File: src/rtl/sacc_map.vh
// Register map, field positions, reset values and timing constants
// for the SAR conversion sequencer. Included by the sequencer rtl module and by the bench.
`ifndef SACC_MAP_VH
`define SACC_MAP_VH

// ****************************************************************
// Register byte addresses
// ****************************************************************
`define SACC_CTRL_ADDR    12'h000
`define SACC_STATUS_ADDR  12'h004
`define SACC_IRQ_STAT     12'h008
`define SACC_IRQ_MASK     12'h00c
`define SACC_RESULT_ADDR  12'h010
`define SACC_CFG_ADDR     12'h014

// ****************************************************************
// Configuration register fields (write only, writable in serial and parallel mode)
// ****************************************************************
`define SACC_CFG_TEN      0
`define SACC_CFG_BIP      1
`define SACC_CFG_FAST     2
`define SACC_CFG_LOWP     3
`define SACC_CFG_RST      4'h0

// ****************************************************************
// Control register fields
// ****************************************************************
`define SACC_CTRL_SOFT    0
`define SACC_CTRL_RST     1'b0

// ****************************************************************
// Interrupt status bits
// ****************************************************************
`define SACC_IRQ_DONE     0
`define SACC_IRQ_STALE    1
`define SACC_IRQ_W        2

// ****************************************************************
// Mode codes
// ****************************************************************
`define SACC_MODE_NORMAL  2'h0
`define SACC_MODE_FAST    2'h1
`define SACC_MODE_SCALED  2'h2

// ****************************************************************
// Timing: 10 MHz clock; fast-mode idle limit 1 ms
// ****************************************************************
`define SACC_CLK_HZ       10000000
`define SACC_IDLE_LIMIT_US 1000
`define SACC_IDLE_CYCLES  ((`SACC_IDLE_LIMIT_US * (`SACC_CLK_HZ / 1000000)))
`define SACC_ACQ_CYCLES   4'h2
`define SACC_SETTLE       2'h1

`endif

File: src/rtl/sacc_search.v
// Successive approximation register: MSB-first binary search.
// Assumes the comparator output settles within one step enable.
`timescale 1ns/1ps

module sacc_search #(
  parameter WIDTH = 14
) (
  // Clock and reset
  input  wire             pclk,
  input  wire             presetn,
  // Control
  input  wire             start,
  input  wire             step,
  input  wire             comp_high,
  // Results
  output reg  [WIDTH-1:0] dac_code,
  output reg  [WIDTH-1:0] trial_bit,
  output wire             done
);

  // ****************************************************************
  // Search registers
  // ****************************************************************
  // trial_bit walks from the MSB down; each set weight is kept or
  // dropped according to the comparator.
  assign done = (trial_bit == {WIDTH{1'b0}});

  always @(posedge pclk or negedge presetn)
  begin
    if (!presetn)
    begin
      dac_code  <= {WIDTH{1'b0}};
      trial_bit <= {WIDTH{1'b0}};
    end
    else if (start)
    begin
      dac_code  <= {1'b1, {(WIDTH-1){1'b0}}};
      trial_bit <= {1'b1, {(WIDTH-1){1'b0}}};
    end
    else if (step && !done)
    begin
      // Drop the weight when it overshoots, try the next one down
      dac_code  <= ((comp_high ? dac_code : (dac_code & ~trial_bit))
                   | (trial_bit >> 1));
      trial_bit <= trial_bit >> 1;
    end
  end

endmodule

File: src/rtl/sacc_ctrl.v
// Conversion sequencer and mode control of a 14-bit SAR converter.
// Assumes convert_start_n and comparator are synchronous to pclk.
`timescale 1ns/1ps
`include "sacc_map.vh"

// Functional notes
// - Convert only after acquisition completes and convert start goes low.
// - Open ground switches first, then move arrays from inputs to ground.
// - Binary search MSB first over fourteen weighted steps.
// - Form output code, then drop busy.
// - Each result belongs to the sample just taken, no latency.
// - Fast select high, low-power low: fast mode.
// - Both selects equal: normal mode.
// - Fast low, low-power high: scaled mode, power down after conversion.
// - Fast mode calibrates each conversion; flag idle gaps over 1 ms.
// - Range and mode from pins in hardware modes, register in software.
// - New settings take effect after one acquisition, no reset.
// - Mode pins ignored while configuration register is used.
// - Four ranges: 0-5 V, 0-10 V, +-5 V, +-10 V.
// - Serial select high and hardware select low chooses register config.
module sacc_ctrl #(
  parameter WIDTH       = 14,
  parameter IDLE_CYCLES = `SACC_IDLE_CYCLES
) (
  // APB
  input  wire        pclk,
  input  wire        presetn,
  input  wire        psel,
  input  wire        penable,
  input  wire        pwrite,
  input  wire [11:0] paddr,
  input  wire [31:0] pwdata,
  output reg  [31:0] prdata,
  output wire        pready,
  output wire        pslverr,
  // Host pins
  input  wire        convert_start_n,
  input  wire        serial_parallel_select,
  input  wire        hardware_software_config_select,
  input  wire        fast_select,
  input  wire        low_power_select,
  input  wire        range_ten,
  input  wire        range_bipolar,
  output reg         busy,
  output reg  [WIDTH-1:0] result,
  output wire        irq,
  // Analog switch controls
  input  wire        comparator,
  output reg         positive_ground_switch,
  output reg         negative_ground_switch,
  output reg         array_to_inputs,
  output reg         reference_ground,
  output wire [WIDTH-1:0] capacitive_weighted_array,
  output reg         power_down,
  output reg  [1:0]  active_mode,
  output reg         active_ten,
  output reg         active_bipolar,
  output reg         calib_enable
);

  // ****************************************************************
  // States
  // ****************************************************************
  localparam [5:0] ST_ACQ    = 6'h01;
  localparam [5:0] ST_READY  = 6'h02;
  localparam [5:0] ST_OPEN   = 6'h04;
  localparam [5:0] ST_HOLD   = 6'h08;
  localparam [5:0] ST_SEARCH = 6'h10;
  localparam [5:0] ST_DONE   = 6'h20;

  reg  [5:0]  state;
  reg  [3:0]  acq_cnt;
  reg         start_prev;
  reg         ctrl_soft;
  reg  [3:0]  cfg_reg;
  reg  [`SACC_IRQ_W-1:0] irq_stat;
  reg  [`SACC_IRQ_W-1:0] irq_mask;
  reg  [31:0] idle_cnt;
  reg         idle_over;
  reg         stale;
  wire        start_fall;
  wire        sar_start;
  wire        sar_done;
  wire [WIDTH-1:0] sar_code;
  wire        use_reg;
  wire [1:0]  sel_mode;
  wire        sel_ten;
  wire        sel_bip;
  wire        sel_fast;
  wire        sel_lowp;
  wire        wr_en;
  wire        rd_en;
  reg  [`SACC_IRQ_W-1:0] next_irq_stat;

  // ****************************************************************
  // Configuration source and mode decode
  // ****************************************************************
  // Register config either by the pin strap pair or the soft override
  assign use_reg  = (serial_parallel_select && !hardware_software_config_select)
                    || ctrl_soft;
  // Mode pins are don't care while the register is in use
  assign sel_fast = use_reg ? cfg_reg[`SACC_CFG_FAST] : fast_select;
  assign sel_lowp = use_reg ? cfg_reg[`SACC_CFG_LOWP] : low_power_select;
  assign sel_ten  = use_reg ? cfg_reg[`SACC_CFG_TEN] : range_ten;
  assign sel_bip  = use_reg ? cfg_reg[`SACC_CFG_BIP] : range_bipolar;
  assign sel_mode = (sel_fast && !sel_lowp) ? `SACC_MODE_FAST :
                    (!sel_fast && sel_lowp) ? `SACC_MODE_SCALED :
                    `SACC_MODE_NORMAL;

  assign start_fall = start_prev && !convert_start_n;
  assign sar_start  = (state == ST_HOLD);

  // ****************************************************************
  // Conversion sequencer
  // ****************************************************************
  always @(posedge pclk or negedge presetn)
  begin
    if (!presetn)
    begin
      state                  <= ST_ACQ;
      acq_cnt                <= 4'h0;
      start_prev             <= 1'b1;
      busy                   <= 1'b0;
      result                 <= {WIDTH{1'b0}};
      positive_ground_switch <= 1'b1;
      negative_ground_switch <= 1'b1;
      array_to_inputs        <= 1'b1;
      reference_ground       <= 1'b0;
      power_down             <= 1'b0;
      active_mode            <= `SACC_MODE_NORMAL;
      active_ten             <= 1'b0;
      active_bipolar         <= 1'b0;
      calib_enable           <= 1'b0;
    end
    else
    begin
      start_prev <= convert_start_n;
      case (state)
        ST_ACQ:
        begin
          // Settings latch during acquisition, applied to next sample
          active_mode    <= sel_mode;
          active_ten     <= sel_ten;
          active_bipolar <= sel_bip;
          if (acq_cnt == `SACC_ACQ_CYCLES)
            state <= ST_READY;
          else
            acq_cnt <= acq_cnt + 4'h1;
          if (start_fall)
            busy <= 1'b1;
        end
        ST_READY:
        begin
          // Early start in acquisition is kept via busy
          if (start_fall || busy)
          begin
            busy                   <= 1'b1;
            power_down             <= 1'b0;
            positive_ground_switch <= 1'b0;
            negative_ground_switch <= 1'b0;
            calib_enable           <= (active_mode == `SACC_MODE_FAST);
            state                  <= ST_OPEN;
          end
          else
          begin
            // Acquisition goes on while waiting, so late pin changes still count
            active_mode    <= sel_mode;
            active_ten     <= sel_ten;
            active_bipolar <= sel_bip;
          end
        end
        ST_OPEN:
        begin
          array_to_inputs  <= 1'b0;
          reference_ground <= 1'b1;
          state            <= ST_HOLD;
        end
        ST_HOLD:
          state <= ST_SEARCH;
        ST_SEARCH:
          if (sar_done)
          begin
            result <= sar_code;
            state  <= ST_DONE;
          end
        ST_DONE:
        begin
          busy                   <= 1'b0;
          calib_enable           <= 1'b0;
          power_down             <= (active_mode == `SACC_MODE_SCALED);
          positive_ground_switch <= 1'b1;
          negative_ground_switch <= 1'b1;
          array_to_inputs        <= 1'b1;
          reference_ground       <= 1'b0;
          acq_cnt                <= 4'h0;
          state                  <= ST_ACQ;
        end
        default:
          state <= ST_ACQ;
      endcase
    end
  end

  sacc_search #(
    .WIDTH (WIDTH)
  ) u_search (
    .pclk      (pclk),
    .presetn   (presetn),
    .start     (sar_start),
    .step      (state == ST_SEARCH),
    .comp_high (comparator),
    .dac_code  (capacitive_weighted_array),
    .trial_bit (),
    .done      (sar_done)
  );
  // Final code holds after the last step
  assign sar_code = capacitive_weighted_array;

  // ****************************************************************
  // Fast-mode idle watchdog
  // ****************************************************************
  // Calibration drifts if idle too long; the next result is flagged
  always @(posedge pclk or negedge presetn)
  begin
    if (!presetn)
    begin
      idle_cnt  <= 32'h0;
      idle_over <= 1'b0;
      stale     <= 1'b0;
    end
    else if (state == ST_OPEN)
    begin
      idle_cnt  <= 32'h0;
      idle_over <= 1'b0;
      stale     <= idle_over && (active_mode == `SACC_MODE_FAST);
    end
    else if (idle_cnt >= IDLE_CYCLES[31:0])
      idle_over <= 1'b1;
    else
      idle_cnt <= idle_cnt + 32'h1;
  end

  // ****************************************************************
  // APB slave and interrupts
  // ****************************************************************
  assign pready  = 1'b1;
  assign pslverr = 1'b0;
  assign wr_en   = psel && penable && pwrite;
  assign rd_en   = psel && !pwrite;
  assign irq     = |(irq_stat & irq_mask);

  always @*
  begin
    next_irq_stat = irq_stat;
    if (wr_en && paddr == `SACC_IRQ_STAT)
      next_irq_stat = next_irq_stat & ~pwdata[`SACC_IRQ_W-1:0];
    // Set wins over a simultaneous clear
    if (state == ST_DONE)
    begin
      next_irq_stat[`SACC_IRQ_DONE]  = 1'b1;
      next_irq_stat[`SACC_IRQ_STALE] = next_irq_stat[`SACC_IRQ_STALE] | stale;
    end
  end

  always @(posedge pclk or negedge presetn)
  begin
    if (!presetn)
    begin
      irq_stat  <= {`SACC_IRQ_W{1'b0}};
      irq_mask  <= {`SACC_IRQ_W{1'b0}};
      cfg_reg   <= `SACC_CFG_RST;
      ctrl_soft <= `SACC_CTRL_RST;
      prdata    <= 32'h0;
    end
    else
    begin
      irq_stat <= next_irq_stat;
      if (wr_en)
      begin
        case (paddr)
          `SACC_CTRL_ADDR: ctrl_soft <= pwdata[`SACC_CTRL_SOFT];
          `SACC_IRQ_MASK:  irq_mask  <= pwdata[`SACC_IRQ_W-1:0];
          `SACC_CFG_ADDR:  cfg_reg   <= pwdata[3:0];
          default:         ctrl_soft <= ctrl_soft;
        endcase
      end
      if (rd_en && !penable)
      begin
        case (paddr)
          `SACC_CTRL_ADDR:   prdata <= {31'h0, ctrl_soft};
          `SACC_STATUS_ADDR: prdata <= {24'h0, power_down, stale, use_reg,
                                        active_bipolar, active_ten,
                                        active_mode, busy};
          `SACC_IRQ_STAT:    prdata <= {30'h0, irq_stat};
          `SACC_IRQ_MASK:    prdata <= {30'h0, irq_mask};
          `SACC_RESULT_ADDR: prdata <= {18'h0, result};
          default:           prdata <= 32'h0;
        endcase
      end
    end
  end

endmodule

File: config.mk
export PLATFORM = sky130hd
export DESIGN_NAME = sacc_ctrl
export DESIGN_NICKNAME = d
export VERILOG_FILES = /design/src/rtl/sacc_search.v /design/src/rtl/sacc_ctrl.v
export VERILOG_INCLUDE_DIRS = /design/src /design/src/rtl
export SDC_FILE = /design/constraint.sdc
export NUM_CORES = 1
export LEC_CHECK = 0
export ABC_AREA = 1
export BUFFER_PORTS_ARGS = -buffer_cell sky130_fd_sc_hd__buf_2
export CAP_MARGIN = 0
export CORE_MARGIN = 1.5
export CORE_UTILIZATION = 50
export CTS_CLUSTER_DIAMETER = 80
export DETAILED_ROUTE_END_ITERATION = 8
export GPL_TIMING_DRIVEN = 0
export PLACE_DENSITY_LB_ADDON = 0.2
export SLEW_MARGIN = 0
export SYNTH_ARGS = -nofsm -noshare
export SYNTH_HDL_FRONTEND = slang
export SYNTH_SLANG_ARGS = --single-unit
File: constraint.sdc
create_clock -name pclk -period 1.6 [get_ports pclk]
set_input_delay 0.16 -clock pclk [delete_from_list [all_inputs] [get_ports pclk]]
set_output_delay 0.16 -clock pclk [all_outputs]
set_load 0.005 [all_outputs]
==> impl_results.md, run 1 <==
- Syn Std Cell Area: 0.00588 mm^2
- Post-synth top flop: dfrtp_1
- N_diodes: 0
- Initial Util: 51.5%
- Yosys warning total: 0
- Final Max Slew Viols: 0
- Clock buffer depth: 2
- GPL Wtd Cong: 0.940
- Combinational power share: 20.4%
- Reg area: 0.00301 mm^2
- Full die area: 0.0124 mm^2
- Non-Filler Instances: 1,014
- Clk root buf: clkbuf_16
- TritonCTS Buffers: 17
- Crit. End Element: flop
- Clock slew at reported path FFs: 0.06 ns
- Sequential fraction of the synthesis area: 51.2%
- XOR/XNOR share of the synthesized area: 1.34%
- Port bufs: 82
- Multiplexer area fraction after synthesis: 0%
- Die W: 111 um
- Crit start category: flop
- Mapped Avg Cell Area: 8.03 um^2
- Post-synth EDFFs: 0
- DRT antenna net count: 0
- Pint: 7.02 mW
- # rows: 39
- Power, Total: 9.94 mW
- Max-cap violations: 0
- Vias: 5,011
- Yosys reg bits: 120
- TritonCTS clock tree: yes
- Multi-input logic area: 0.00237 mm^2
- WL/cell: 13.3 um
- Largest net degree at the start of global routing: 66
- Fin nets: 919
- Worst skew pair latency: 0.41 ns
- Ports: 131
- Compound-cell area share of the yosys netlist: 8.04%
- Kind of critical path: reg2reg
- Most common cell after layout, fill and taps aside: nand2_1
- Total grt overflow: 0
- Fillers: 954
- Initial antenna violation count: 0
- Synthesized instance count: 732
- GRT Util Overall: 22.3%
- Top cells by area, synth: dfrtp_1, nand2_1, inv_1
- Max reg flops: 32
- Slew HR: 59.4%
- Sink Count: 120
- Area added between synthesis and finish: 24.3%
- Placed Instances: 976
- Final core utilization: 64.0%
- Status: finished, final reports clean
- Initial DRC Count: 426
- Detailed-placement wirelength estimate: 9400 um
- Post-synthesis cell type count: 36
- Hold Crit Class: in2reg
- Largest family of logic cells by synthesized area: simple AND/OR/NAND/NOR gates
- Synth Area in Adders: 0.851%
- DRT Wirelength: 13,500 um
- Vias in the first global route: 4,800
- CP max FO: 10
- Die Y: 111 um
- Via density: 4.94
- Leakage: 4.00 nW
- Most frequent cells in the layout: nand2_1, dfrtp_1, buf_2, inv_1, nor2_1
- Worst path required time: 1.89 ns
- Worst Max-Slew Pin Slew: 0.606 ns
- Pwr dens: 1360 mW/mm^2
- Fraction of layout cells with a size suffix above 1: 22.0%
- Switching share of total power: 29.3%
- Core box area: 0.0114 mm^2
- Clk_skew: 0.00862 ns
- First-pass GRT wire length: 22,300 um
- Yosys top cell area share: 49.4%
- Asr flop ratio synth: 100%
- Endpoints failing setup: 0
- RSZ-0062 raised after global routing: yes
- Psw: 2.91 mW
- Maximum vdd drop: 0.788 mV
- Most area-hungry cell type in the Yosys netlist: dfrtp_1
- # DRC: 0
- CTS H-tree lvls: 4
- Post-synthesis simple-gate area fraction: 27.8%
- Register share of total power: 40.5%
- Biggest register: idle_cnt
- Period utilisation layout: 96.8%
- Final hold violations: 0
- Drt pass-1 iters: 5
- Critical path arrival: 1.84 ns
- Clk network pwr share: 39.0%
- Final min period: 1.55 ns
- F_max: 0.646 GHz
[stage by stage]
step	hold WS, ns	worst slack (ns)	TNS [ns]	area (um^2)
after floorplan	-0.136	0.270	0	5950
after global placement	0.277	-1.07	-124.30	6540
after detailed placement	0.156	0.0506	0	6570
after CTS	0.0217	0.0238	0	7200
after global routing	0.0335	-0.0161	-0.0265	7310
final	0.0247	0.0512	0	7310
[Yosys cell counts (all sizes together), types with 2 or more instances]
cell type,n
o31ai,7
o21ai,55
buf,39
a21oi,6
xnor2,2
dfstp,4
inv,93
nor2,70
nand2,233
or2,2
conb,2
nand3,56
o21bai,12
nand4,14
ha,4
nor3,5
dfrtp,116
xor2,7
[cell type report]
| cell class | count | share of cell area, % |
|---|---|---|
| multi-input combinational | 497 | 32.4 |
| inverter | 93 | 4.78 |
| clock inverter | 7 | 1.57 |
| timing repair buffer | 89 | 6.76 |
| clock buffer | 25 | 6.78 |
| sequential | 120 | 41.2 |
| buffer | 40 | 4.09 |
| tap | 143 | 2.45 |
[worst paths after layout]
check | from | to | slack, ns | cells after the start
worst max-delay path | state[4]$_DFFE_PN0P_ | u_search.dac_code[11]$_DFFE_PN0P_ | 0.05 | 7
worst min-delay path | pwdata[2] | cfg_reg[2]$_DFFE_PN0P_ | 0.02 | 3
worst max register to register | state[4]$_DFFE_PN0P_ | u_search.dac_code[11]$_DFFE_PN0P_ | 0.05 | 7
worst min register to register | idle_cnt[19]$_DFFE_PN0P_ | idle_cnt[19]$_DFFE_PN0P_ | 0.46 | 2
max in group asynchronous | presetn | idle_cnt[15]$_DFFE_PN0P_ | 0.64 | 3
min in group asynchronous | presetn | prdata[13]$_DFFE_PN0P_ | 0.28 | 2
[power groups by stage]
stage               sequential, mW  combinational (mW)  clock, mW
floorplan                     3.95                1.24          0
CTS                           4.00                1.99       3.94
global route                  4.08                2.31       4.08
detailed placement            4.04                1.95          0
finish                        4.03                2.03       3.88
global placement              4.02                1.88          0
[metal layers]
metal / vias up / routed length (um) / track usage [%]
met1: 2287 / 5830 / 29.5
li1: 2518 / - / -
met5: - / 0 / 0
met4: 0 / 266 / 7.93
met2: 184 / 6560 / 36.2
met3: 22 / 794 / 5.06
[cells by family (layout without fill, tap and decap cells)]
logic type                 count (synthesis)  in the layout
and+or+nand+nor                          382            382
xor gates and xnor gates                   9              9
other                                      2             20
AOI/OAI and AO/OA                         82             82
buffers and inverters                    133            254
adders and majority gates                  4              4
DFF                                      120            120
[worst max-delay path, stage by stage (launching register included)]
cell	delay [ns]
dfrtp_2	0.44
nor2_4	0.16
nand4_1	0.18
buf_4	0.23
buf_4	0.18
nand2_1	0.07
o21bai_1	0.10
nand2_1	0.07
[what timing repair did]
item / CTS / global route
resized for setup: 0 / 26
setup buffers: 0 / 4
setup endpoints to repair: 0 / 51
hold endpoints to repair: 52 / 0
hold buffers: 2 / 0
Note: power is estimated with default switching activity, not from simulation.
==> run 2: changes to the inputs <==
--- a/config.mk
+++ b/config.mk
@@ -18,4 +18,5 @@
 export SLEW_MARGIN = 0
 export SYNTH_ARGS = -nofsm -noshare
 export SYNTH_HDL_FRONTEND = slang
+export SYNTH_HIERARCHICAL = 1
 export SYNTH_SLANG_ARGS = --single-unit
==> constraint.sdc (replaced) <==
create_clock -name pclk -period 1.7 [get_ports pclk]
set_input_delay 0.17 -clock pclk [delete_from_list [all_inputs] [get_ports pclk]]
set_output_delay 0.17 -clock pclk [all_outputs]
set_load 0.005 [all_outputs]
==> impl_results.md, run 2 <==
- DRT Wirelength: 13,600 um (+1.2%)
- Synthesized instance count: 755 (+3.1%)
- Clock buffer depth: 2 (unchanged)
- TritonCTS clock tree: yes
- CP max FO: 10 (unchanged)
- Final Max Slew Viols: 0 (unchanged)
- Full die area: 0.0127 mm^2 (+2.2%)
- Vias in the first global route: 5,044 (+5.1%)
- CP Cell Sequence: nor2_4 -> nand2_2 -> nor3_4 -> buf_12 -> nand2_4 -> nand2_4 -> buf_6 -> nand2_1 -> nand2_1
- Ports: 131 (unchanged)
- Initial Util: 52.0% (+0.48 points)
- Pwr dens: 1270 mW/mm^2 (-6.6%)
- Most area-hungry cell type in the Yosys netlist: dfrtp_1
- Port bufs: 82 (unchanged)
- Critical path arrival: 1.99 ns (+0.15 ns)
- Fraction of layout cells with a size suffix above 1: 22.3% (+0.30 points)
- Post-synthesis cell type count: 39 (+8.3%)
- Yosys reg bits: 120 (unchanged)
- Non-Filler Instances: 1,038 (+2.4%)
- N_diodes: 0 (unchanged)
- Syn Std Cell Area: 0.00601 mm^2 (+2.2%)
- Drt pass-1 iters: 8 (+3)
- Vias: 5,238 (+4.5%)
- Hold Crit Class: in2reg
- Clock slew at reported path FFs: 0.05 ns (about the same)
- Most numerous cell in the Yosys netlist: nand2_1
- # DRC: 0 (unchanged)
- Kind of critical path: reg2reg
- Area added between synthesis and finish: 22.1%
- Max-cap violations: 0 (unchanged)
- DRT antenna net count: 0 (unchanged)
- Design area: 0.00734 mm^2 (+0.41%)
- Sink Count: 120 (unchanged)
- Worst skew pair latency: 0.41 ns (about the same)
- CTS H-tree lvls: 4 (unchanged)
- Fin nets: 944 (+2.7%)
- Placed Instances: 999 (+2.4%)
- Crit start category: flop
- Mapped Avg Cell Area: 7.96 um^2 (-0.88%)
- Most common cell after layout, fill and taps aside: nand2_1
- Fillers: 1,014 (+6.3%)
- TritonCTS Buffers: 17 (unchanged)
- Initial DRC Count: 319 (-25%)
- Final hold violations: 0 (unchanged)
- Yosys top cell area share: 48.3% (-1.1 points)
- Initial antenna violation count: 0 (unchanged)
- Total grt overflow: 0 (unchanged)
- Post-synth EDFFs: 0 (unchanged)
- First-pass GRT wire length: 23,500 um (+5.0%)
- R2R Setup Slk: 0.05 ns (about the same)
- Final min period: 1.65 ns (+0.0970 ns)
- Die Y: 113 um (+1.1%)
- Top cells by area, synth: dfrtp_1, nand2_1, inv_1
- Post-synth top cells: nand2_1, dfrtp_1, inv_1
- Sequential fraction of the synthesis area: 50.0% (-1.1 points)
- Status: finished, final reports clean
- Period utilisation layout: 96.8% (about the same)
- Via density: 5.05 (+2.1%)
- Biggest register: idle_cnt
- Post-synth top flop: dfrtp_1
- GPL Wtd Cong: 0.858 (-8.7%)
- Leakage: 3.99 nW (about the same)
- Setup TNS Final: 0 ns (unchanged)
- Clk root buf: clkbuf_16
- Worst path required time: 2.05 ns (+0.16 ns)
- Max stage delay cell, worst path: dfrtp_1
- Maximum vdd drop: 0.683 mV (-13%)
- Most frequent cells in the layout: nand2_1, dfrtp_1, buf_2, inv_1, nor2_1
- Largest net degree at the start of global routing: 82 (+24%)
- Endpoints failing setup: 0 (unchanged)
- # rows: 39 (unchanged)
- WL/cell: 13.1 um (-1.2%)
- Max reg flops: 32 (unchanged)
- Core box area: 0.0116 mm^2 (+1.3%)
- Crit. End Element: flop
- F_max: 0.608 GHz (-5.9%)
- Die W: 113 um (+1.1%)
- Detailed-placement wirelength estimate: 9880 um (+5.1%)
- Asr flop ratio synth: 100% (unchanged)
- Placed cell areas: 0.00670 mm^2 (+2.0%)
- GRT Util Overall: 23.2% (+0.94 points)
- Yosys warning total: 6 (+6)
- Clk_skew: 0.00589 ns (-0.00272 ns)
- Worst stage delay on the critical path: 0.41 ns (-0.03 ns)
[run 2: cell types whose count changed in the layout (fill, tap and decap cells not counted), sizes merged, moves of 6 or more]
cell    previous run  this run
nor2              70        80
inv               93        86
a21oi              6        16
nand2            233       244
clkinv             2         8
o21bai            12         1
[run 2: where the power goes]
| group | internal [mW] | leakage [nW] | switching (mW) |
|---|---|---|---|
| Sequential | 3.38 | 1.56 | 0.538 |
| Clock | 2.06 | 0.269 | 1.21 |
| Combinational | 0.953 | 2.16 | 1.18 |
[run 2: logic make-up (layout without fill, tap and decap cells)]
| kind of cell | Yosys count | after routing | share of synthesized area, % |
|---|---|---|---|
| AOI/OAI and AO/OA | 85 | 85 | 7.87 |
| DFF | 120 | 120 | 50.0 |
| xor gates and xnor gates | 9 | 9 | 1.31 |
| other | 2 | 20 | 0.125 |
| and+or+nand+nor | 408 | 408 | 29.7 |
| buffers and inverters | 127 | 249 | 10.2 |
| adders and majority gates | 4 | 4 | 0.833 |
[run 2: per-layer routing]
metal  share of wire (%)  up-vias  track usage [%]
li1                    -     2607                -
met1                  45     2456             30.0
met2                  48      164             38.7
met3                 5.9       11             5.67
met4                 1.0        0             7.26
met5                   0        -                0
[run 2: what timing repair did]
item	in CTS	in global routing
gates resized for setup	2	4
setup buffers	0	5
pin swaps	0	2
hold buffers	3	0
endpoints found under the hold margin	41	0
setup endpoints to repair	22	31
gates cloned	0	0
[run 2: path summary, 6_finish.rpt]
path,startpoint,to,cells past startpoint
hold reg to reg,idle_cnt[19]$_DFFE_PN0P_,idle_cnt[19]$_DFFE_PN0P_,2
setup / recovery,state[3]$_DFFE_PN0P_,u_search/dac_code[0]$_DFFE_PN0P_,9
hold / removal,pwdata[2],cfg_reg[2]$_DFFE_PN0P_,3
setup reg to reg,state[3]$_DFFE_PN0P_,u_search/dac_code[0]$_DFFE_PN0P_,9
max in group asynchronous,presetn,negative_ground_switch$_DFFE_PN1P_,3
min in group asynchronous,presetn,prdata[0]$_DFFE_PN0P_,2
[run 2: per-stage QoR]
stage               power, mW  hold WS, ns  util [%]  setup WS, ns
floorplan                5.15       -0.126         -         0.245
global placement         5.90        0.288      57.7        -0.995
detailed placement       5.99        0.105      57.9       -0.0871
CTS                      9.29      0.00494      62.9        0.0157
global route             9.91       0.0276      63.5       -0.0160
finish                   9.32       0.0150      63.5        0.0541
[run 2: final cells by class]
cell class                      instances  area (um^2)  share of cell area (%)
Clock buffer                           22          464                    6.32
Inverter                               87          328                    4.47
Buffer                                 40          285                    3.89
Timing Repair Buffer                   91          524                    7.14
Clock inverter                          9         76.3                    1.04
Tap cell                              143          179                    2.44
Multi-Input combinational cell        526         2470                    33.7
Sequential cell                       120         3010                    41.0
[run 2: worst max-delay path, delay by kind of cell, from the launching register on]
| kind | cells | cell delay (ns) |
|---|---|---|
| DFF | 1 | 0.41 |
| buffers and inverters | 2 | 0.32 |
| and+or+nand+nor | 7 | 0.82 |
